<file path="config.mk">
export PLATFORM = sky130hd
export DESIGN_NAME = dcep_config_policy
export DESIGN_NICKNAME = d
export VERILOG_FILES = /design/src/design/dcep_pkg.sv /design/src/design/dcep_page_capture.sv /design/src/design/dcep_config_policy.sv
export SDC_FILE = /design/constraint.sdc
export NUM_CORES = 1
export LEC_CHECK = 0
export ABC_AREA = 1
export BUFFER_PORTS_ARGS = -buffer_cell sky130_fd_sc_hd__buf_2
export CAP_MARGIN = 20
export CORE_MARGIN = 2
export CORE_UTILIZATION = 57
export DETAILED_ROUTE_END_ITERATION = 16
export GPL_TIMING_DRIVEN = 1
export PLACE_DENSITY_LB_ADDON = 0.1
export SLEW_MARGIN = 20
export SYNTH_ARGS = -nofsm -noshare
export SYNTH_HDL_FRONTEND = slang
export SYNTH_SLANG_ARGS = --single-unit
</file>
<file path="constraint.sdc">
create_clock -name clk -period 4 [get_ports clk]
set_clock_uncertainty 0.15 [all_clocks]
set_input_delay 0.2 -clock clk [delete_from_list [all_inputs] [get_ports clk]]
set_output_delay 0.2 -clock clk [all_outputs]
set_load 0.05 [all_outputs]
</file>
<file path="src/design/dcep_pkg.sv">
package dcep_pkg;

   localparam logic [8:0] IDX_CACHE = 9'h020;
   localparam logic [8:0] IDX_SEG   = 9'h021;
   localparam logic [8:0] IDX_RECOV = 9'h024;
   localparam logic [8:0] IDX_RETRY = 9'h025;
   localparam logic [8:0] IDX_DRIVE = 9'h027;
   localparam logic [8:0] IDX_LAST  = 9'h1ff;

   localparam int B_CACHE    = 0;
   localparam int B_PREFETCH = 1;
   localparam int B_SKIPCOR  = 0;
   localparam int B_IMMECC   = 3;
   localparam int B_RCONT    = 4;
   localparam int B_RDREALOC = 6;
   localparam int B_WRREALOC = 7;
   localparam int B_REUNC    = 1;
   localparam int B_WBB      = 2;
   localparam int B_AGEO     = 5;
   localparam int B_AREAD    = 6;

   // Only defined bits survive a page load; everything else reads as zero.
   localparam logic [7:0] MASK_CACHE = 8'h03;
   localparam logic [7:0] MASK_RECOV = 8'hd9;
   localparam logic [7:0] MASK_DRIVE = 8'h66;

   localparam logic [7:0] RST_CACHE = 8'h03;
   localparam logic [7:0] RST_SEG   = 8'h01;
   localparam logic [7:0] RST_RECOV = 8'hc0;
   localparam logic [7:0] RST_RETRY = 8'h08;
   localparam logic [7:0] RST_DRIVE = 8'h26;
   localparam logic [7:0] ECC_SPAN  = 8'h10;

   localparam int E_BBK  = 7;
   localparam int E_UNC  = 6;
   localparam int E_IDNF = 4;
   localparam int E_ABRT = 2;
   localparam int E_TK0  = 1;
   localparam int E_AMNF = 0;
   localparam int S_DRDY = 6;
   localparam int S_DWF  = 5;
   localparam int S_DSC  = 4;
   localparam int S_CORR = 2;
   localparam int S_ERR  = 0;

   typedef enum logic [2:0] {
      CLS_READ    = 3'b000,
      CLS_WRITE   = 3'b001,
      CLS_RECAL   = 3'b010,
      CLS_DIAG    = 3'b011,
      CLS_OTHER   = 3'b100,
      CLS_INVALID = 3'b101
   } dcep_cls_t;

   typedef enum logic [2:0] {
      ST_IDLE  = 3'b000,
      ST_CHECK = 3'b001,
      ST_HOLD  = 3'b010,
      ST_EXEC  = 3'b011,
      ST_DONE  = 3'b100
   } dcep_state_t;

   // Error and status bits that each command class may report.
   function automatic logic [15:0] dcep_masks(input dcep_cls_t cls);
      case (cls)
         CLS_READ:  dcep_masks = {8'hd5, 8'h75};
         CLS_WRITE: dcep_masks = {8'h94, 8'h71};
         CLS_RECAL: dcep_masks = {8'h06, 8'h71};
         CLS_DIAG:  dcep_masks = {8'h00, 8'h01};
         default:   dcep_masks = {8'h04, 8'h71};
      endcase
   endfunction : dcep_masks

endpackage : dcep_pkg

</file>
<file path="src/design/dcep_page_capture.sv">
`timescale 1ns/1ps
module dcep_page_capture
   import dcep_pkg::*;
(
   input  wire logic       clk,
   input  wire logic       reset,
   input  wire logic       page_start,
   input  wire logic       byte_valid,
   input  wire logic [7:0] byte_data,
   input  wire logic       key_ok,
   output logic            page_done,
   output logic            page_ok,
   output logic [7:0]      cache_byte,
   output logic [7:0]      seg_byte,
   output logic [7:0]      recov_byte,
   output logic [7:0]      retry_byte,
   output logic [7:0]      drive_byte
);

   logic [8:0] idx_reg;
   logic       active_reg;

   ////////////////////////////////////////////////////////////////////////////
   always_ff @(posedge clk or posedge reset) begin
      if (reset) begin
         idx_reg    <= 9'h000;
         active_reg <= 1'b0;
         page_done  <= 1'b0;
         page_ok    <= 1'b0;
      end else begin
         page_done <= 1'b0;
         if (page_start) begin
            idx_reg    <= 9'h000;
            active_reg <= 1'b1;
         end else if (active_reg && byte_valid) begin
            if (idx_reg == IDX_LAST) begin
               active_reg <= 1'b0;
               page_done  <= 1'b1;
               page_ok    <= key_ok;
            end else begin
               idx_reg <= idx_reg + 9'h001;
            end
         end
      end
   end

   // Reserved bits are dropped here so a sloppy page cannot set them.
   always_ff @(posedge clk or posedge reset) begin
      if (reset) begin
         cache_byte <= RST_CACHE;
         seg_byte   <= RST_SEG;
         recov_byte <= RST_RECOV;
         retry_byte <= RST_RETRY;
         drive_byte <= RST_DRIVE;
      end else if (active_reg && byte_valid && !page_start) begin
         if (idx_reg == IDX_CACHE) begin
            cache_byte <= byte_data & MASK_CACHE;
         end else if (idx_reg == IDX_SEG) begin
            seg_byte <= byte_data;
         end else if (idx_reg == IDX_RECOV) begin
            recov_byte <= byte_data & MASK_RECOV;
         end else if (idx_reg == IDX_RETRY) begin
            retry_byte <= byte_data;
         end else if (idx_reg == IDX_DRIVE) begin
            drive_byte <= byte_data & MASK_DRIVE;
         end
      end
   end

endmodule : dcep_page_capture

</file>
<file path="src/design/dcep_config_policy.sv">
// Behaviour
// - Prefetch only while both prefetch and cache bits are set; both reset to one.
// - Cache on every read when caching is on, else buffer only.
// - Segment count comes from page byte 33, default one.
// - Reallocate a block that fails writing when write reallocation is on.
// - Reallocate after equal nonzero syndromes twice when read reallocation is on, unless read continuous.
// - Read continuous: no recovery, errors ignored are not posted.
// - Immediate correction on repeated correctable syndrome; reread otherwise.
// - Skip correction delivers data raw unless read continuous.
// - Otherwise correct when possible; uncorrectable data goes raw after rereads.
// - Data errors are posted whatever the skip correction bit.
// - Reread up to the retry count of byte 37, default eight.
// - Correction span reads as fixed sixteen.
// - Auto read follows byte 39 bit 6, default off.
// - Automatic geometry update follows its bit, default on.
// - Write-back: a write completes once host data is buffered.
// - Non-write commands wait until buffered write data is flushed.
// - A following write accepts data while flushing continues.
// - Reallocate uncorrectable sectors when the read reallocation and reallocate-uncorrectable bits are set.
// - Check each command for abort conditions before executing.
// - Stop a command at the first new error.
// - Read commands report only their permitted error and status bits.
// - Write, recalibrate, diagnostics and invalid codes have restricted reports.
`timescale 1ns/1ps
module dcep_config_policy
   import dcep_pkg::*;
(
   input  wire logic        clk,
   input  wire logic        reset,
   input  wire logic        page_start,
   input  wire logic        page_byte_valid,
   input  wire logic [7:0]  page_byte,
   input  wire logic        page_key_ok,
   input  wire logic        cmd_valid,
   input  wire dcep_cls_t   cmd_class,
   input  wire logic        cmd_param_ok,
   output logic             cmd_ready,
   output logic             cmd_done,
   output logic [7:0]       error_out,
   output logic [7:0]       status_out,
   input  wire logic        drive_ready,
   input  wire logic        seek_complete,
   input  wire logic        diag_fail,
   input  wire logic        buf_pending,
   input  wire logic        host_data_all_in,
   input  wire logic        media_done,
   input  wire logic        media_data_err,
   input  wire logic [15:0] media_syndrome,
   input  wire logic        media_correctable,
   input  wire logic        media_sector_ok,
   input  wire logic        media_write_fault,
   input  wire logic        media_idnf,
   input  wire logic        media_amnf,
   input  wire logic        media_bbk,
   input  wire logic        media_tk0_fail,
   output logic             host_data_accept,
   output logic             reread_req,
   output logic             correct_req,
   output logic             deliver_raw,
   output logic             realloc_req,
   output logic             cache_on,
   output logic             prefetch_on,
   output logic [7:0]       segment_count,
   output logic [7:0]       retry_limit,
   output logic [7:0]       ecc_span,
   output logic             auto_read_on,
   output logic             auto_geometry_on,
   output logic             write_back_on,
   output logic             read_continuous_on
);

   dcep_state_t state_reg;
   dcep_state_t state_next;
   dcep_cls_t   cls_reg;
   logic        param_ok_reg;
   logic [7:0]  cache_reg;
   logic [7:0]  seg_reg;
   logic [7:0]  recov_reg;
   logic [7:0]  retry_reg;
   logic [7:0]  drive_reg;
   logic [7:0]  pg_cache;
   logic [7:0]  pg_seg;
   logic [7:0]  pg_recov;
   logic [7:0]  pg_retry;
   logic [7:0]  pg_drive;
   logic        pg_done;
   logic        pg_ok;
   logic [7:0]  retry_cnt_reg;
   logic [15:0] last_syn_reg;
   logic        syn_valid_reg;
   logic [7:0]  err_acc_reg;
   logic        corr_acc_reg;
   logic        dwf_acc_reg;
   logic        eff_skip;
   logic        eff_imm;
   logic        eff_rdre;
   logic        in_read_err;
   logic        same_syn;
   logic        act_correct;
   logic        act_reread;
   logic        act_raw;
   logic        act_fail;
   logic        other_err;
   logic        term;
   logic        abort_now;
   logic [15:0] masks;
   logic [7:0]  err_masked;

   dcep_page_capture u_page (
      .clk        (clk),
      .reset      (reset),
      .page_start (page_start),
      .byte_valid (page_byte_valid),
      .byte_data  (page_byte),
      .key_ok     (page_key_ok),
      .page_done  (pg_done),
      .page_ok    (pg_ok),
      .cache_byte (pg_cache),
      .seg_byte   (pg_seg),
      .recov_byte (pg_recov),
      .retry_byte (pg_retry),
      .drive_byte (pg_drive)
   );

   ////////////////////////////////////////////////////////////////////////////
   // A rejected page leaves the live settings untouched.
   always_ff @(posedge clk or posedge reset) begin
      if (reset) begin
         cache_reg <= RST_CACHE;
         seg_reg   <= RST_SEG;
         recov_reg <= RST_RECOV;
         retry_reg <= RST_RETRY;
         drive_reg <= RST_DRIVE;
      end else if (pg_done && pg_ok) begin
         cache_reg <= pg_cache;
         seg_reg   <= pg_seg;
         recov_reg <= pg_recov;
         retry_reg <= pg_retry;
         drive_reg <= pg_drive;
      end
   end

   assign cache_on           = cache_reg[B_CACHE];
   assign prefetch_on        = cache_reg[B_CACHE] & cache_reg[B_PREFETCH];
   assign segment_count      = seg_reg;
   assign retry_limit        = retry_reg;
   assign ecc_span           = ECC_SPAN;
   assign auto_read_on       = drive_reg[B_AREAD];
   assign auto_geometry_on   = drive_reg[B_AGEO];
   assign write_back_on      = drive_reg[B_WBB];
   assign read_continuous_on = recov_reg[B_RCONT];
   assign eff_skip           = recov_reg[B_SKIPCOR] & ~read_continuous_on;
   assign eff_imm            = recov_reg[B_IMMECC] & ~read_continuous_on;
   assign eff_rdre           = recov_reg[B_RDREALOC] & ~read_continuous_on;

   ////////////////////////////////////////////////////////////////////////////
   // Read error recovery decision, made in the cycle the media reports.
   always_comb begin
      in_read_err = (state_reg == ST_EXEC) && (cls_reg == CLS_READ) && media_data_err;
      same_syn    = syn_valid_reg && (media_syndrome == last_syn_reg) &&
                    (media_syndrome != 16'h0000);
      act_correct = 1'b0;
      act_reread  = 1'b0;
      act_raw     = 1'b0;
      act_fail    = 1'b0;
      if (in_read_err && !read_continuous_on) begin
         if (eff_skip) begin
            act_raw = 1'b1;
         end else if (eff_imm && same_syn && media_correctable) begin
            act_correct = 1'b1;
         end else if (retry_cnt_reg < retry_reg) begin
            act_reread = 1'b1;
         end else if (media_correctable) begin
            act_correct = 1'b1;
         end else begin
            act_fail = 1'b1;
         end
      end
      other_err = (state_reg == ST_EXEC) && (media_write_fault || media_idnf ||
                  media_amnf || media_bbk || media_tk0_fail);
      term      = other_err || act_raw || act_fail;
      abort_now = (cls_reg == CLS_INVALID) || !param_ok_reg;
   end

   ////////////////////////////////////////////////////////////////////////////
   always_comb begin
      state_next = state_reg;
      case (state_reg)
         ST_IDLE: begin
            if (cmd_valid) begin
               state_next = ST_CHECK;
            end
         end
         ST_CHECK: begin
            if (abort_now) begin
               state_next = ST_DONE;
            end else if (write_back_on && buf_pending && cls_reg != CLS_WRITE) begin
               state_next = ST_HOLD;
            end else begin
               state_next = ST_EXEC;
            end
         end
         ST_HOLD: begin
            if (!buf_pending) begin
               state_next = ST_EXEC;
            end
         end
         ST_EXEC: begin
            if (term) begin
               state_next = ST_DONE;
            end else if (media_done) begin
               state_next = ST_DONE;
            end else if (cls_reg == CLS_WRITE && write_back_on && host_data_all_in) begin
               state_next = ST_DONE;
            end
         end
         ST_DONE: state_next = ST_IDLE;
         default: state_next = ST_IDLE;
      endcase
   end

   always_ff @(posedge clk or posedge reset) begin
      if (reset) begin
         state_reg <= ST_IDLE;
      end else begin
         state_reg <= state_next;
      end
   end

   always_ff @(posedge clk or posedge reset) begin
      if (reset) begin
         cls_reg      <= CLS_OTHER;
         param_ok_reg <= 1'b1;
      end else if (state_reg == ST_IDLE && cmd_valid) begin
         cls_reg      <= cmd_class;
         param_ok_reg <= cmd_param_ok;
      end
   end

   assign cmd_ready        = (state_reg == ST_IDLE);
   assign host_data_accept = (state_reg == ST_EXEC) && (cls_reg == CLS_WRITE);

   ////////////////////////////////////////////////////////////////////////////
   // Retry bookkeeping restarts with every command and every good sector.
   always_ff @(posedge clk or posedge reset) begin
      if (reset) begin
         retry_cnt_reg <= 8'h00;
         last_syn_reg  <= 16'h0000;
         syn_valid_reg <= 1'b0;
      end else if (state_reg == ST_CHECK || (state_reg == ST_EXEC && media_sector_ok)) begin
         retry_cnt_reg <= 8'h00;
         syn_valid_reg <= 1'b0;
      end else if (in_read_err && !read_continuous_on) begin
         last_syn_reg  <= media_syndrome;
         syn_valid_reg <= 1'b1;
         if (act_reread) begin
            retry_cnt_reg <= retry_cnt_reg + 8'h01;
         end
      end
   end

   always_ff @(posedge clk or posedge reset) begin
      if (reset) begin
         reread_req  <= 1'b0;
         correct_req <= 1'b0;
         deliver_raw <= 1'b0;
         realloc_req <= 1'b0;
      end else begin
         reread_req  <= act_reread;
         correct_req <= act_correct;
         deliver_raw <= act_raw || act_fail;
         realloc_req <= (eff_rdre && in_read_err && same_syn) ||
                        (eff_rdre && act_fail && drive_reg[B_REUNC]) ||
                        (state_reg == ST_EXEC && media_write_fault &&
                         recov_reg[B_WRREALOC]);
      end
   end

   ////////////////////////////////////////////////////////////////////////////
   always_ff @(posedge clk or posedge reset) begin
      if (reset) begin
         err_acc_reg  <= 8'h00;
         corr_acc_reg <= 1'b0;
         dwf_acc_reg  <= 1'b0;
      end else if (state_reg == ST_CHECK) begin
         err_acc_reg         <= 8'h00;
         err_acc_reg[E_ABRT] <= abort_now;
         corr_acc_reg        <= 1'b0;
         dwf_acc_reg         <= 1'b0;
      end else if (state_reg == ST_EXEC) begin
         err_acc_reg[E_UNC]  <= err_acc_reg[E_UNC] | act_raw | act_fail;
         err_acc_reg[E_IDNF] <= err_acc_reg[E_IDNF] | media_idnf;
         err_acc_reg[E_AMNF] <= err_acc_reg[E_AMNF] | media_amnf;
         err_acc_reg[E_BBK]  <= err_acc_reg[E_BBK] | media_bbk;
         err_acc_reg[E_TK0]  <= err_acc_reg[E_TK0] | media_tk0_fail;
         corr_acc_reg        <= corr_acc_reg | act_correct;
         dwf_acc_reg         <= dwf_acc_reg | media_write_fault;
      end
   end

   assign masks      = dcep_masks(cls_reg);
   assign err_masked = err_acc_reg & masks[15:8];

   always_ff @(posedge clk or posedge reset) begin
      if (reset) begin
         cmd_done   <= 1'b0;
         error_out  <= 8'h00;
         status_out <= 8'h00;
      end else begin
         cmd_done <= (state_reg == ST_DONE);
         if (state_reg == ST_DONE) begin
            error_out          <= err_masked;
            status_out         <= 8'h00;
            status_out[S_DRDY] <= drive_ready & masks[S_DRDY];
            status_out[S_DWF]  <= dwf_acc_reg & masks[S_DWF];
            status_out[S_DSC]  <= seek_complete & masks[S_DSC];
            status_out[S_CORR] <= corr_acc_reg & masks[S_CORR];
            status_out[S_ERR]  <= (|err_masked) | (dwf_acc_reg & masks[S_DWF]) |
                                  ((cls_reg == CLS_DIAG) & diag_fail);
         end
      end
   end

   ////////////////////////////////////////////////////////////////////////////
   property p_prefetch_gate;
      @(posedge clk) disable iff (reset)
      pg_done && pg_ok && !pg_cache[B_CACHE] |=> !prefetch_on && !cache_on;
   endproperty
   a_prefetch_gate: assert property (p_prefetch_gate)
      else $error("prefetch active while caching is off");

   property p_keep_rejected;
      @(posedge clk) disable iff (reset)
      pg_done && !pg_ok |=> $stable({cache_reg, seg_reg, recov_reg, retry_reg, drive_reg});
   endproperty
   a_keep_rejected: assert property (p_keep_rejected)
      else $error("rejected page changed the settings");

   property p_abort;
      @(posedge clk) disable iff (reset)
      state_reg == ST_IDLE && cmd_valid && cmd_class == CLS_INVALID
         |-> ##3 cmd_done && error_out[E_ABRT];
   endproperty
   a_abort: assert property (p_abort)
      else $error("invalid command not aborted in three cycles");

   property p_hold_enter;
      @(posedge clk) disable iff (reset)
      state_reg == ST_CHECK && !abort_now && write_back_on && buf_pending &&
         cls_reg != CLS_WRITE |=> state_reg == ST_HOLD;
   endproperty
   a_hold_enter: assert property (p_hold_enter)
      else $error("command not held behind buffered writes");

   property p_hold_stay;
      @(posedge clk) disable iff (reset)
      state_reg == ST_HOLD && buf_pending |=> state_reg == ST_HOLD;
   endproperty
   a_hold_stay: assert property (p_hold_stay)
      else $error("held command released before flush");

   property p_wb_done;
      @(posedge clk) disable iff (reset)
      state_reg == ST_EXEC && !term && cls_reg == CLS_WRITE && write_back_on &&
         host_data_all_in |=> state_reg == ST_DONE ##1 cmd_done;
   endproperty
   a_wb_done: assert property (p_wb_done)
      else $error("buffered write did not complete");

   property p_term;
      @(posedge clk) disable iff (reset)
      state_reg == ST_EXEC && term |=> state_reg == ST_DONE ##1 cmd_done && (status_out[S_ERR]
         || cls_reg == CLS_DIAG);
   endproperty
   a_term: assert property (p_term)
      else $error("command kept running after an error");

   property p_write_report;
      @(posedge clk) disable iff (reset)
      cmd_done && cls_reg == CLS_WRITE |-> !error_out[E_UNC] && !status_out[S_CORR];
   endproperty
   a_write_report: assert property (p_write_report)
      else $error("write reported a data correction condition");

   property p_retry_bound;
      @(posedge clk) disable iff (reset)
      reread_req |-> $past(retry_cnt_reg) < $past(retry_reg);
   endproperty
   a_retry_bound: assert property (p_retry_bound)
      else $error("reread beyond the retry count");

   property p_continuous;
      @(posedge clk) disable iff (reset)
      in_read_err && read_continuous_on
         |=> !reread_req && !correct_req && !realloc_req && !deliver_raw;
   endproperty
   a_continuous: assert property (p_continuous)
      else $error("recovery started in read continuous mode");

   property p_skip;
      @(posedge clk) disable iff (reset)
      in_read_err && eff_skip |=> deliver_raw && !correct_req ##2 error_out[E_UNC];
   endproperty
   a_skip: assert property (p_skip)
      else $error("skip correction did not deliver raw data");

endmodule : dcep_config_policy

</file>
* Yosys cells after proc, flatten, opt, wreduce, memory -nomap -nowiden
Index checks and enable logic that the tools add are counted.
Word-level totals: word-level logic and storage cells 188, bits in registers 124, bits in writable memories 0, memories 0, bits in read-only memories 0, output and inout port bits 53, latch bits 0
Cells by class: multiply operators 0, equality and inequality tests 20, reduce and logical (&&, ||, !) cells 58, $add $sub $neg 2, $lt $le $gt $ge 1, mux-type cells 49, shifts and indexed selects 0, div/mod/pow operators 0, bitwise gates (word level) 27
Operator list (number):
- $pmux 16 s4 | 1
- $eq 9x6->1 const B | 5
- $mux 1 | 31
- $mux 9 | 3
- $logic_and 1x1->1 | 24
- $mux 8 | 3
- $mux 3 | 6
- $eq 16x16->1 | 1
- $reduce_bool 16->1 | 1
- $eq 3x2->1 const B | 4
- $pmux 3 s4 | 1
- $logic_or 1x1->1 | 11
- $or 1x1->1 | 10
- $reduce_and 2->1 | 5
- $reduce_bool 2->1 | 5
- $add 9x1->9 const B | 1
- $and 1x1->1 | 9
- $eq 9x9->1 const B | 1
- $reduce_and 3->1 | 3
- $add 8x1->8 const B | 1
- $and 8x8->8 | 1
- $lt 8x8->1 | 1
- $mux 2 | 4
- $reduce_or 8->1 | 1
- 11 further kinds | 24

* Logic depth before layout (Yosys ltp)
Gate-level depths: netlist of run 1.
word-level depth 12, mapped depth 14, mapped depth without buffers 14

* By module
Synthesis of run 1 repeated with hierarchy kept, for this count alone.
Second synthesis, totals: cells, all modules 743, area, all modules 6192.2 sq um
Modules (own cells, without submodules):
- dcep_config_policy | cells each 506, sequential area each 2090.8 sq um, times used 1, area an instance 4190.3 sq um
- dcep_page_capture | cells each 237, sequential area each 987.2 sq um, times used 1, area an instance 2001.9 sq um

* Worst setup path before layout of run 1
No wires, ideal clock.
path type register -> register, from reg state_reg[2], to reg cls_reg[2], slack 1410 ps, arrival time 2357 ps, clock period less this slack 2590 ps, data required time 3768 ps, stages on the path, launching flop included 4, cells stage by stage dfrtp_1 -> nor3_1 -> nand2_1 -> mux2_2
Between the ends: word-level cells in the longest chain between the ends 2
RTL lines:
- start, declared | line dcep_config_policy.sv:72 | dcep_state_t state_reg;
- start signal, assigned | line dcep_config_policy.sv:226 | state_reg <= state_next;
- $logic_not 3->1
- named net cmd_ready | line dcep_config_policy.sv:37 | output logic cmd_ready,
- $logic_and 1x1->1 | line dcep_config_policy.sv:234 | end else if (state_reg == ST_IDLE && cmd_valid) begin
- end signal, assigned | line dcep_config_policy.sv:235 | cls_reg <= cmd_class;
- end, declared | line dcep_config_policy.sv:74 | dcep_cls_t cls_reg;
The timed path passes the listed nets, and every way through them passes these cells. A chain may end at the register's enable or synchronous reset.

* Worst setup path in the final report of run 1
from reg state_reg[2], to reg cls_reg[0]
Between the ends: word-level cells in the longest chain between the ends 2
RTL lines (line):
- $logic_not 3->1 | dcep_config_policy.sv:234
- $logic_and 1x1->1 | dcep_config_policy.sv:234
Every way passes these cells.

==> summary.md, run 1 <==
| Metric | Value |
|---|---|
| #FFs+latches synth | `122` |
| Netlist Area Pre-Place | `6090 um2` |
| Switch Pwr | `~1.4 mW` |
| Critical path type | `flop to flop` |
| Syn Area/Cell | `approximately 8.0 um2` |
| Worst path required time | `~4300 ps` |
| Maxcap violations | `0` |
| Peak supply drop | `approximately 0.54 mV` |
| CTS root buf | `clkbuf_8` |
| Tot GR Track Use | `0.269` |
| Port-buffer cells | `87` |
| CTS tree | `yes` |
| Reg-to-reg endpoint | `cls_reg[0]` |
| Clock H-tree levels | `4` |
| Final Slew Violations | `0` |
| Area Growth Syn to Fin | `28.2%` |
| WP buf/inv | `2` |
| Number of global-route vias before repair | `approximately 5400` |
| Crit-path cells | `nor3_1, nand2_1, nor2_1, dlygate4sd3_1, a21oi_1, dlygate4sd3_1` |
| DR vias | `around 5500` |
| Worst-path maximum fanout | `7` |
| Full die area | `11500 um2` |
| Row cnt | `37` |
| Fmax | `approximately 0.37 GHz` |
| Clock network power share | `0.376` |
| Post-layout net count | `between 900 and 1000` |
| CTS Buffer Depth | `2` |
| Worst setup path startpoint | `state_reg[2]` |
| Yosys warning count | `0` |
| EDFF count, synth | `0` |
| Slowest CP cell | `dlygate4sd3_1` |
| Top_reg_cell synth | `dfrtp_1` |
| WL final | `~15000 um` |
| Final setup viols | `0` |
| Critical Path Max Stage Delay | `just under 600 ps` |
| CORE AREA | `roughly 10000 um2` |
| First-pass GRT wire length | `24300 um` |
| Switching share of power | `0.338` |
| Die Y | `~110 um` |
| DR iter-0 viols | `about 480` |
| Setup TNS | `0 ps` |
| Crit path top cell by count | `dlygate4sd3_1` |
| Clk Latency, worst-skew pair | `~530 ps` |
| Global route total overflow | `0` |
| R2R depth | `6` |
| Design area | `approximately 7800 um2` |
| Initial antenna violation count | `0` |
| Placed Area | `between 6000 and 7000 um2` |
| Measured slew at the worst slew-check pin | `~1100 ps` |
| N_diodes | `0` |
| WL/cell | `around 14 um` |
| Reg2reg setup slack | `between 1000 and 1500 ps` |
| DRT Pass-1 Iters | `5` |
| Status | `finished, final reports clean` |
| Initial core utilization | `0.588` |
| DPL Wire Length | `9320 um` |
| Proportion of power drawn by combinational gates | `0.256` |
| Final setup margin | `between 1000 and 1500 ps` |
| FFs w/ async S/R, synth | `1.00` |
| Seq pwr share | `0.368` |
| PwrDens | `around 550 nW/um2` |
| Via density | `~5.1` |
| Worst slew margin | `0.293` |
| Final period util | `0.673` |
| Crit end category | `flop` |
| # Post-CTS Setup Buffers | `0` |
| Die width | `about 110 um` |
| Worst EP arrival | `slightly below 3000 ps` |
| Hold Vio Cnt, Final | `0` |
| Clock Pin Slew Worst Setup and Hold Paths | `~60 ps` |
| RePlAce Congestion | `~0.9` |
| Leak Pwr | `approximately 4.2 nW` |
| Top delay family on crit path | `buffers and inverters` |
| Register area share after synthesis | `0.505` |
| Number of nets still failing antenna checks after routing | `0` |
| Hold_ws | `140 ps` |
| Min-delay worst type | `input port to flop` |
| Mapped Cells | `between 700 and 800` |
| Unique masters post-synth | `38` |
| Num Clock Sinks | `122` |
| Place WS | `~1500 ps` |
| # IOs | `101` |
| Worst Setup EP | `cls_reg[0]` |
| Share of post-route cells with drive strength above 1 | `0.184` |
| R2r startpoint | `state_reg[2]` |
| P_int | `about 2.8 mW` |
| Worst Setup Start Kind | `flop` |
| CTS Buf Count | `17` |
| Largest net degree at the start of global routing | `86` |
| Crit. path cell count | `6` |
| Number of flip-flops in the largest register | `16` |
| Tmin final | `approximately 2700 ps` |
| Unrepaired setup endpoints after global routing | `false` |
| DRC | `0` |
worst min-delay path by stage:
stage                     startpoint           endpoint  slack (ps)  cells past startpoint
after floorplan           page_start  u_page.idx_reg[3]         120                      1
after global placement    page_start  u_page.idx_reg[3]         240                      2
after detailed placement  page_start  u_page.idx_reg[4]         250                      2
after CTS                 media_done       state_reg[2]          60                      7
after global routing      media_done       state_reg[2]         190                      7
final                     media_done       state_reg[2]         140                      7
power by group through the flow:
stage | sequential [mW] | combinational, mW | clock [mW]
4_1_cts | 1.56 | 1.07 | 1.62
6_report | 1.57 | 1.09 | 1.60
3_3_place_gp | 1.56 | 0.935 | 0
3_5_place_dp | 1.58 | 0.966 | 0
5_1_grt | 1.59 | 1.22 | 1.68
2_1_floorplan | 1.71 | 0.599 | 0
cell usage in the layout, fill, tap and decap left out, drive strengths merged, types with 3 or more instances in the layout:
cell and n:
bufinv 4, nand4 5, dlygate4sd3 56, clkbuf 19, dfstp 20, ha 12, a21oi 32, nand2 217
clkinv 7, inv 121, nor4 3, nor2 86, conb 13, mux2 17, nor3 16, dfrtp 102
buf 91, nand3 33, o21ai 58
logic make-up (layout without fill, tap and decap cells):
group / Yosys count / in the layout / share of synthesized area
flops: 122 / 122 / 0.505
buf+inv: 145 / 300 / 0.0992
simple gates: 365 / 365 / 0.252
other cells: 2 / 13 / 0.00123
compound gates: 100 / 100 / 0.0867
fa+ha+maj: 12 / 12 / 0.0246
mux: 17 / 17 / 0.0314
final cells by class:
class	count	area, um2
clock buffers	19	432
clock inverters	13	193
fillers	732	2560
inverters	121	459
multi-input cells	507	2450
flip-flops and latches	122	3080
well taps	136	170
repair buffers	147	1030
routing by layer:
metal,up-vias,global-route usage,part of all wire
met4,0,0.114,0.032
li1,2681,-,-
met5,-,0,0
met2,174,0.476,0.52
met1,2556,0.311,0.40
met3,45,0.0672,0.049
stage by stage:
stage	total power, mW	std cells	util
after floorplan	2.31	774	-
after global placement	2.50	977	0.639
after detailed placement	2.54	977	0.639
after CTS	4.24	1065	0.753
after global routing	4.49	1065	0.753
final	4.26	1065	0.753
repair_timing:
| item | 4_1_cts | 5_1_grt |
|---|---|---|
| hold buffers | 56 | 0 |
| resized for setup | 0 | 0 |
| endpoints found under the hold margin | 148 | 0 |
cell usage after synthesis (all sizes together) (2+ instances only):
master,n,area (um2)
and3,2,12.5
nand4,5,37.5
a31oi,2,12.5
dfrtp,102,2550
nand2,217,825
dfstp,20,526
o21ai,58,294
clkbuf,10,37.5
mux2,17,191
a21oi,32,160
clkinv,2,7.51
nand3,33,178
ha,12,150
conb,2,7.51
nor3,16,80.1
inv,119,447
buf,14,113
nor2,86,362
nand3b,2,15.0
nor4,3,18.8
worst register-to-register path, stage by stage (launching register included):
cell,delay (ps)
dfrtp_1,460
nor3_1,350
nand2_1,250
nor2_1,160
dlygate4sd3_1,560
a21oi_1,50
dlygate4sd3_1,590
Note: power is estimated with default switching activity, not from simulation.
==> inputs of run 2 (changes only) <==
- CORE_UTILIZATION: 57 -> 51
- clock period: 4 -> 2.29 ns (I/O delays scaled with it)
==> run 2 against run 1 <==
  * Via count down 3.1%
  * Largest power group unchanged
  * Hold slack worse by 110 ps
  * Global-route usage down 4.2 points
  * Fmax up 27%
  * Design area up 0.18%
  * Sequential share of layout area down 0.069 points
  * Sequential power up 73%
  * First-iteration DRC count down 31%
  * Die area up 11%
  * Critical path depth up 8
  * Core utilization down 7.4 points
==> summary.md, run 2 (synthesis gave the netlist of run 1 again) <==
| Metric | Value |
|---|---|
| Status | `finished, final reports clean` |
| Final setup margin | `around 170 ps` |
| Place WS | `between 40 and 50 ps` |
| Die width | `113 um` |
| Row cnt | `39` |
| DRC | `0` |
| PwrDens | `929 nW/um2` |
| Area Growth Syn to Fin | `28.4%` |
| # IOs | `101` |
| N_diodes | `0` |
| Worst Setup Start Kind | `flop` |
| DPL Wire Length | `roughly 9300 um` |
| Tot GR Track Use | `0.227` |
| Final setup viols | `0` |
| DR iter-0 viols | `between 300 and 400` |
| Clock Pin Slew Worst Setup and Hold Paths | `about 60 ps` |
| Final Slew Violations | `0` |
| Global route total overflow | `0` |
| Final total power | `about 7.3 mW` |
| Worst EP arrival | `~2300 ps` |
| CTS Buf Count | `17` |
| R2r startpoint | `u_page.idx_reg[0]` |
| Share of post-route cells with drive strength above 1 | `0.201` |
| Critical path type | `flop to flop` |
| Maxcap violations | `0` |
| Crit-path cells | `ha_1, inv_1, nor3_2, nand3_1, nor3_2, ha_2, nor2_2, inv_1, nand2_2, inv_2, nor2_4, nand3_2, o21ai_1, a21oi_1` |
| CTS Buffer Depth | `2` |
| Initial antenna violation count | `0` |
| Largest net degree at the start of global routing | `84` |
| Placed Area | `about 6700 um2` |
| Hold_sp | `media_done` |
| Setup TNS | `0 ps` |
| Design area | `around 7800 um2` |
| Number of nets still failing antenna checks after routing | `0` |
| Post-layout net count | `around 970` |
| Worst path required time | `between 2000 and 2500 ps` |
| Slowest CP cell | `dfrtp_1` |
| # Post-CTS Setup Buffers | `0` |
| Most frequent cells in the layout | `213 x nand2_1, 115 x inv_1, 102 x dfrtp_1` |
| Critical Path Max Stage Delay | `about 400 ps` |
| Hold Vio Cnt, Final | `0` |
| Port-buffer cells | `87` |
| CTS root buf | `clkbuf_16` |
| Worst setup path startpoint | `u_page.idx_reg[0]` |
| Clock H-tree levels | `4` |
| Fill cell count | `approximately 950` |
| Number of flip-flops in the largest register | `16` |
| Crit end category | `flop` |
| DRT Pass-1 Iters | `5` |
| Die Y | `between 100 and 150 um` |
| WL/cell | `12.8 um` |
| Fmax | `~0.47 GHz` |
| CTS tree | `yes` |
| First-pass GRT wire length | `between 20000 and 25000 um` |
| CORE AREA | `roughly 12000 um2` |
| Tmin final | `~2100 ps` |
| Leak Pwr | `about 4.2 nW` |
| Hold_ws | `roughly 33 ps` |
| Full die area | `around 13000 um2` |
| Worst-path maximum fanout | `4` |
| Via density | `a little under 5` |
| Initial core utilization | `0.529` |
| Min-delay worst type | `input port to flop` |
| Number of global-route vias before repair | `roughly 5200` |
| Clk Latency, worst-skew pair | `approximately 430 ps` |
| Final period util | `0.928` |
| Num Clock Sinks | `approximately 120` |
| WL final | `between 10000 and 15000 um` |
| Commonest non-fill, non-tap cell in the layout | `nand2_1` |
| Peak supply drop | `roughly 0.75 mV` |
| Unrepaired setup endpoints after global routing | `false` |
| RePlAce Congestion | `0.821` |
| DR vias | `~5300` |
==> run 2: cell types whose count changed in the layout (fill, tap and decap cells not counted), moves of 2 or more <==
cell | before | now
clkinvlp_4 | 2 | 4
nor3_2 | 0 | 3
nor2_1 | 82 | 80
buf_4 | 4 | 7
nor2_4 | 3 | 5
clkinv_4 | 4 | 2
nand2_2 | 1 | 3
nor3_1 | 16 | 13
nand2_1 | 215 | 213
dlygate4sd3_1 | 56 | 49
==> run 2: layer usage <==
metal  share of wire  global-route usage
met1            0.43               0.270
met2            0.51               0.397
met3           0.049              0.0637
met4           0.011              0.0789
met5               0                   0
==> run 2: layout make-up <==
type	count	area [um2]	share of cell area
multi-input cells	508	2500	0.320
inverters	121	458	0.0585
flip-flops and latches	122	3080	0.393
repair buffers	144	998	0.128
well taps	143	179	0.0229
clock inverters	13	166	0.0213
clock buffers	19	443	0.0566
==> run 2: what timing repair did <==
item                                   in CTS  in global routing
endpoints found under the hold margin     176                  0
hold buffers                               49                  0
setup endpoints to repair                   0                  7
gates resized for setup                     0                 11
==> run 2: worst paths after layout <==
path / depth (start not counted) / slack (ps) / end
setup / recovery: 14 / 170 / u_page.idx_reg[7]
hold / removal: 6 / 30 / state_reg[0]
setup reg to reg: 14 / 170 / u_page.idx_reg[7]
hold reg to reg: 2 / 320 / error_out[7]
max in group asynchronous: 4 / 1160 / cls_reg[2]
min in group asynchronous: 3 / 80 / last_syn_reg[11]
==> run 2: where the power goes <==
| part | total (mW) | switching (mW) | internal, mW | leakage (nW) |
|---|---|---|---|---|
| combinational | 1.79 | 1.22 | 0.576 | 2.28 |
| sequential | 2.72 | 0.226 | 2.50 | 1.59 |
| clock | 2.75 | 1.01 | 1.75 | 0.290 |
==> run 2: worst max-delay path: cells and delay by family, from the launching register on <==
kind / cells / cell delay [ps]
compound gates: 2 / 200
fa+ha+maj: 2 / 420
buf+inv: 3 / 210
flops: 1 / 400
simple gates: 7 / 610
==> run 2: metrics by stage <==
step                      utilization  cells
after floorplan                     -    774
after global placement          0.580    988
final                           0.679   1070
after CTS                       0.676   1069
after global routing            0.679   1070
after detailed placement        0.580    988
==> inputs of run 3 (changes only) <==
- HOLD_SLACK_MARGIN: unset -> 0.12
==> run 3 against run 2 <==
  * Flip-flop and latch count stayed put
  * Critical path depth is 4 lower
  * Critical endpoint is now state_reg[1]
  * Die area stayed put
  * First-iteration DRC count is 9.1% lower
  * Non-clock buffer count is 4 higher
  * Via count is 0.78% higher
==> summary.md, run 3 (synthesis gave the netlist of run 1 again) <==
| Metric | Value |
|---|---|
| DR vias | `between 5000 and 6000` |
| Design area | `7860 um2` |
| WP buf/inv | `3` |
| N_diodes | `0` |
| Final period util | `0.951` |
| Most frequent cells in the layout | `213 x nand2_1, 115 x inv_1, 102 x dfrtp_1` |
| Critical Path Max Stage Delay | `roughly 580 ps` |
| WL/cell | `12.9 um` |
| Hold_ws | `~260 ps` |
| DRC | `0` |
| Unrepaired setup endpoints after global routing | `false` |
| Status | `finished, final reports clean` |
| Crit end category | `flop` |
| Die Y | `around 110 um` |
| CTS root buf | `clkbuf_16` |
| R2R depth | `10` |
| CORE AREA | `11500 um2` |
| Maxcap violations | `0` |
| Fill cell count | `943` |
| Number of nets still failing antenna checks after routing | `0` |
| Tmin final | `around 2200 ps` |
| Die width | `approximately 110 um` |
| Via density | `4.96` |
| DRT Pass-1 Iters | `5` |
| Min-delay worst type | `input port to flop` |
| Hold Vio Cnt, Final | `0` |
| Post-layout net count | `roughly 980` |
| Port-buffer cells | `slightly below 90` |
| Largest net degree at the start of global routing | `84` |
| Number of flip-flops in the largest register | `16` |
| # IOs | `around 100` |
| Final setup viols | `0` |
| WL final | `13800 um` |
| Final cell count without fillers | `between 1000 and 1500` |
| Leak Pwr | `roughly 4.2 nW` |
| Worst setup path startpoint | `state_reg[0]` |
| Clk Latency, worst-skew pair | `approximately 420 ps` |
| Full die area | `about 13000 um2` |
| Worst Setup EP | `state_reg[1]` |
| Setup TNS | `0 ps` |
| Reg-to-reg endpoint | `state_reg[1]` |
| Clock Pin Slew Worst Setup and Hold Paths | `60 ps` |
| Worst Setup Start Kind | `flop` |
| Fmax | `approximately 0.46 GHz` |
| Worst EP arrival | `about 2400 ps` |
| Placed Area | `about 6700 um2` |
| RePlAce Congestion | `0.821` |
| CTS Buffer Depth | `2` |
| Hold_sp | `page_start` |
| Final total power | `7.29 mW` |
| # placed instances | `988` |
| Crit path top cell by count | `nand3b_1` |
| R2r startpoint | `state_reg[0]` |
| DR iter-0 viols | `roughly 300` |
| Row cnt | `39` |
| Top delay family on crit path | `simple AND/OR/NAND/NOR gates` |
| Crit-path cells | `inv_2, nor2_4, nand2_4, nand3b_1, nor2_1, dlygate4sd3_1, nand3_1, nand3b_1, nand2_1, inv_1` |
| Worst path required time | `about 2500 ps` |
| Global route total overflow | `0` |
| Tot GR Track Use | `0.229` |
| CTS tree | `yes` |
| Reg2reg setup slack | `approximately 110 ps` |
| PwrDens | `between 900 and 1000 nW/um2` |
| Worst-path maximum fanout | `7` |
| # Post-CTS Setup Buffers | `0` |
| Commonest non-fill, non-tap cell in the layout | `nand2_1` |
| Peak supply drop | `0.749 mV` |
| Clock H-tree levels | `4` |
| Final Slew Violations | `0` |
| First-pass GRT wire length | `23400 um` |
| Area Growth Syn to Fin | `29.1%` |
| Num Clock Sinks | `between 100 and 150` |
| Initial antenna violation count | `0` |
| Initial core utilization | `0.529` |
| Slowest CP cell | `dlygate4sd3_1` |
| DPL Wire Length | `slightly above 9000 um` |
| Crit. path cell count | `10` |
| CTS Buf Count | `17` |
| Critical path type | `flop to flop` |
| Share of post-route cells with drive strength above 1 | `0.200` |
| Number of global-route vias before repair | `about 5200` |
## run 3: changes by cell type in the layout (fill, tap and decap cells not counted)
| cell | change |
|---|---|
| dlygate4sd3_1 | +4 |
## run 3: what timing repair did
| item | CTS | global route |
|---|---|---|
| endpoints found under the hold margin | 187 | 0 |
| gates resized for setup | 0 | 11 |
| hold buffers | 53 | 0 |
| setup endpoints to repair | 0 | 7 |
## run 3: worst min-delay path by stage
stage                             end  cells past startpoint
finish              u_page.idx_reg[3]                      3
global placement     last_syn_reg[11]                      2
global route        u_page.idx_reg[3]                      3
floorplan           u_page.idx_reg[3]                      1
CTS                 u_page.idx_reg[3]                      3
detailed placement   last_syn_reg[11]                      2
## run 3: power by group
group	total [mW]	internal, mW	leakage [nW]	switching [mW]
combinational	1.82	0.592	2.30	1.23
clock	2.75	1.75	0.290	1.00
sequential	2.72	2.50	1.59	0.223
## run 3: routing by layer
layer / wire length, um / share of wire / global-route usage
met1: 6050 / 0.44 / 0.273
met3: 663 / 0.048 / 0.0632
met2: 6920 / 0.50 / 0.397
met5: 0 / 0 / 0
met4: 199 / 0.014 / 0.0821
## run 3: per-stage QoR
step / util / worst slack, ps
3_3_place_gp: 0.580 / 134
2_1_floorplan: - / 11.3
6_report: 0.683 / 112
4_1_cts: 0.679 / 23.9
3_5_place_dp: 0.580 / 40.1
5_1_grt: 0.683 / 7.90
## run 3: layout make-up
type | instances | area, um2 | share of cell area
multi-input cells | 508 | 2500 | 0.318
well taps | 143 | 179 | 0.0228
clock buffers | 19 | 443 | 0.0563
inverters | 121 | 458 | 0.0582
flip-flops and latches | 122 | 3080 | 0.391
repair buffers | 148 | 1040 | 0.132
clock inverters | 13 | 166 | 0.0212
## run 3: worst reg2reg max path, stage by stage, from the launching register on
cell,delay (ps)
dfrtp_1,420
inv_2,80
nor2_4,190
nand2_4,100
nand3b_1,170
nor2_1,110
dlygate4sd3_1,580
nand3_1,120
nand3b_1,100
nand2_1,50
inv_1,40
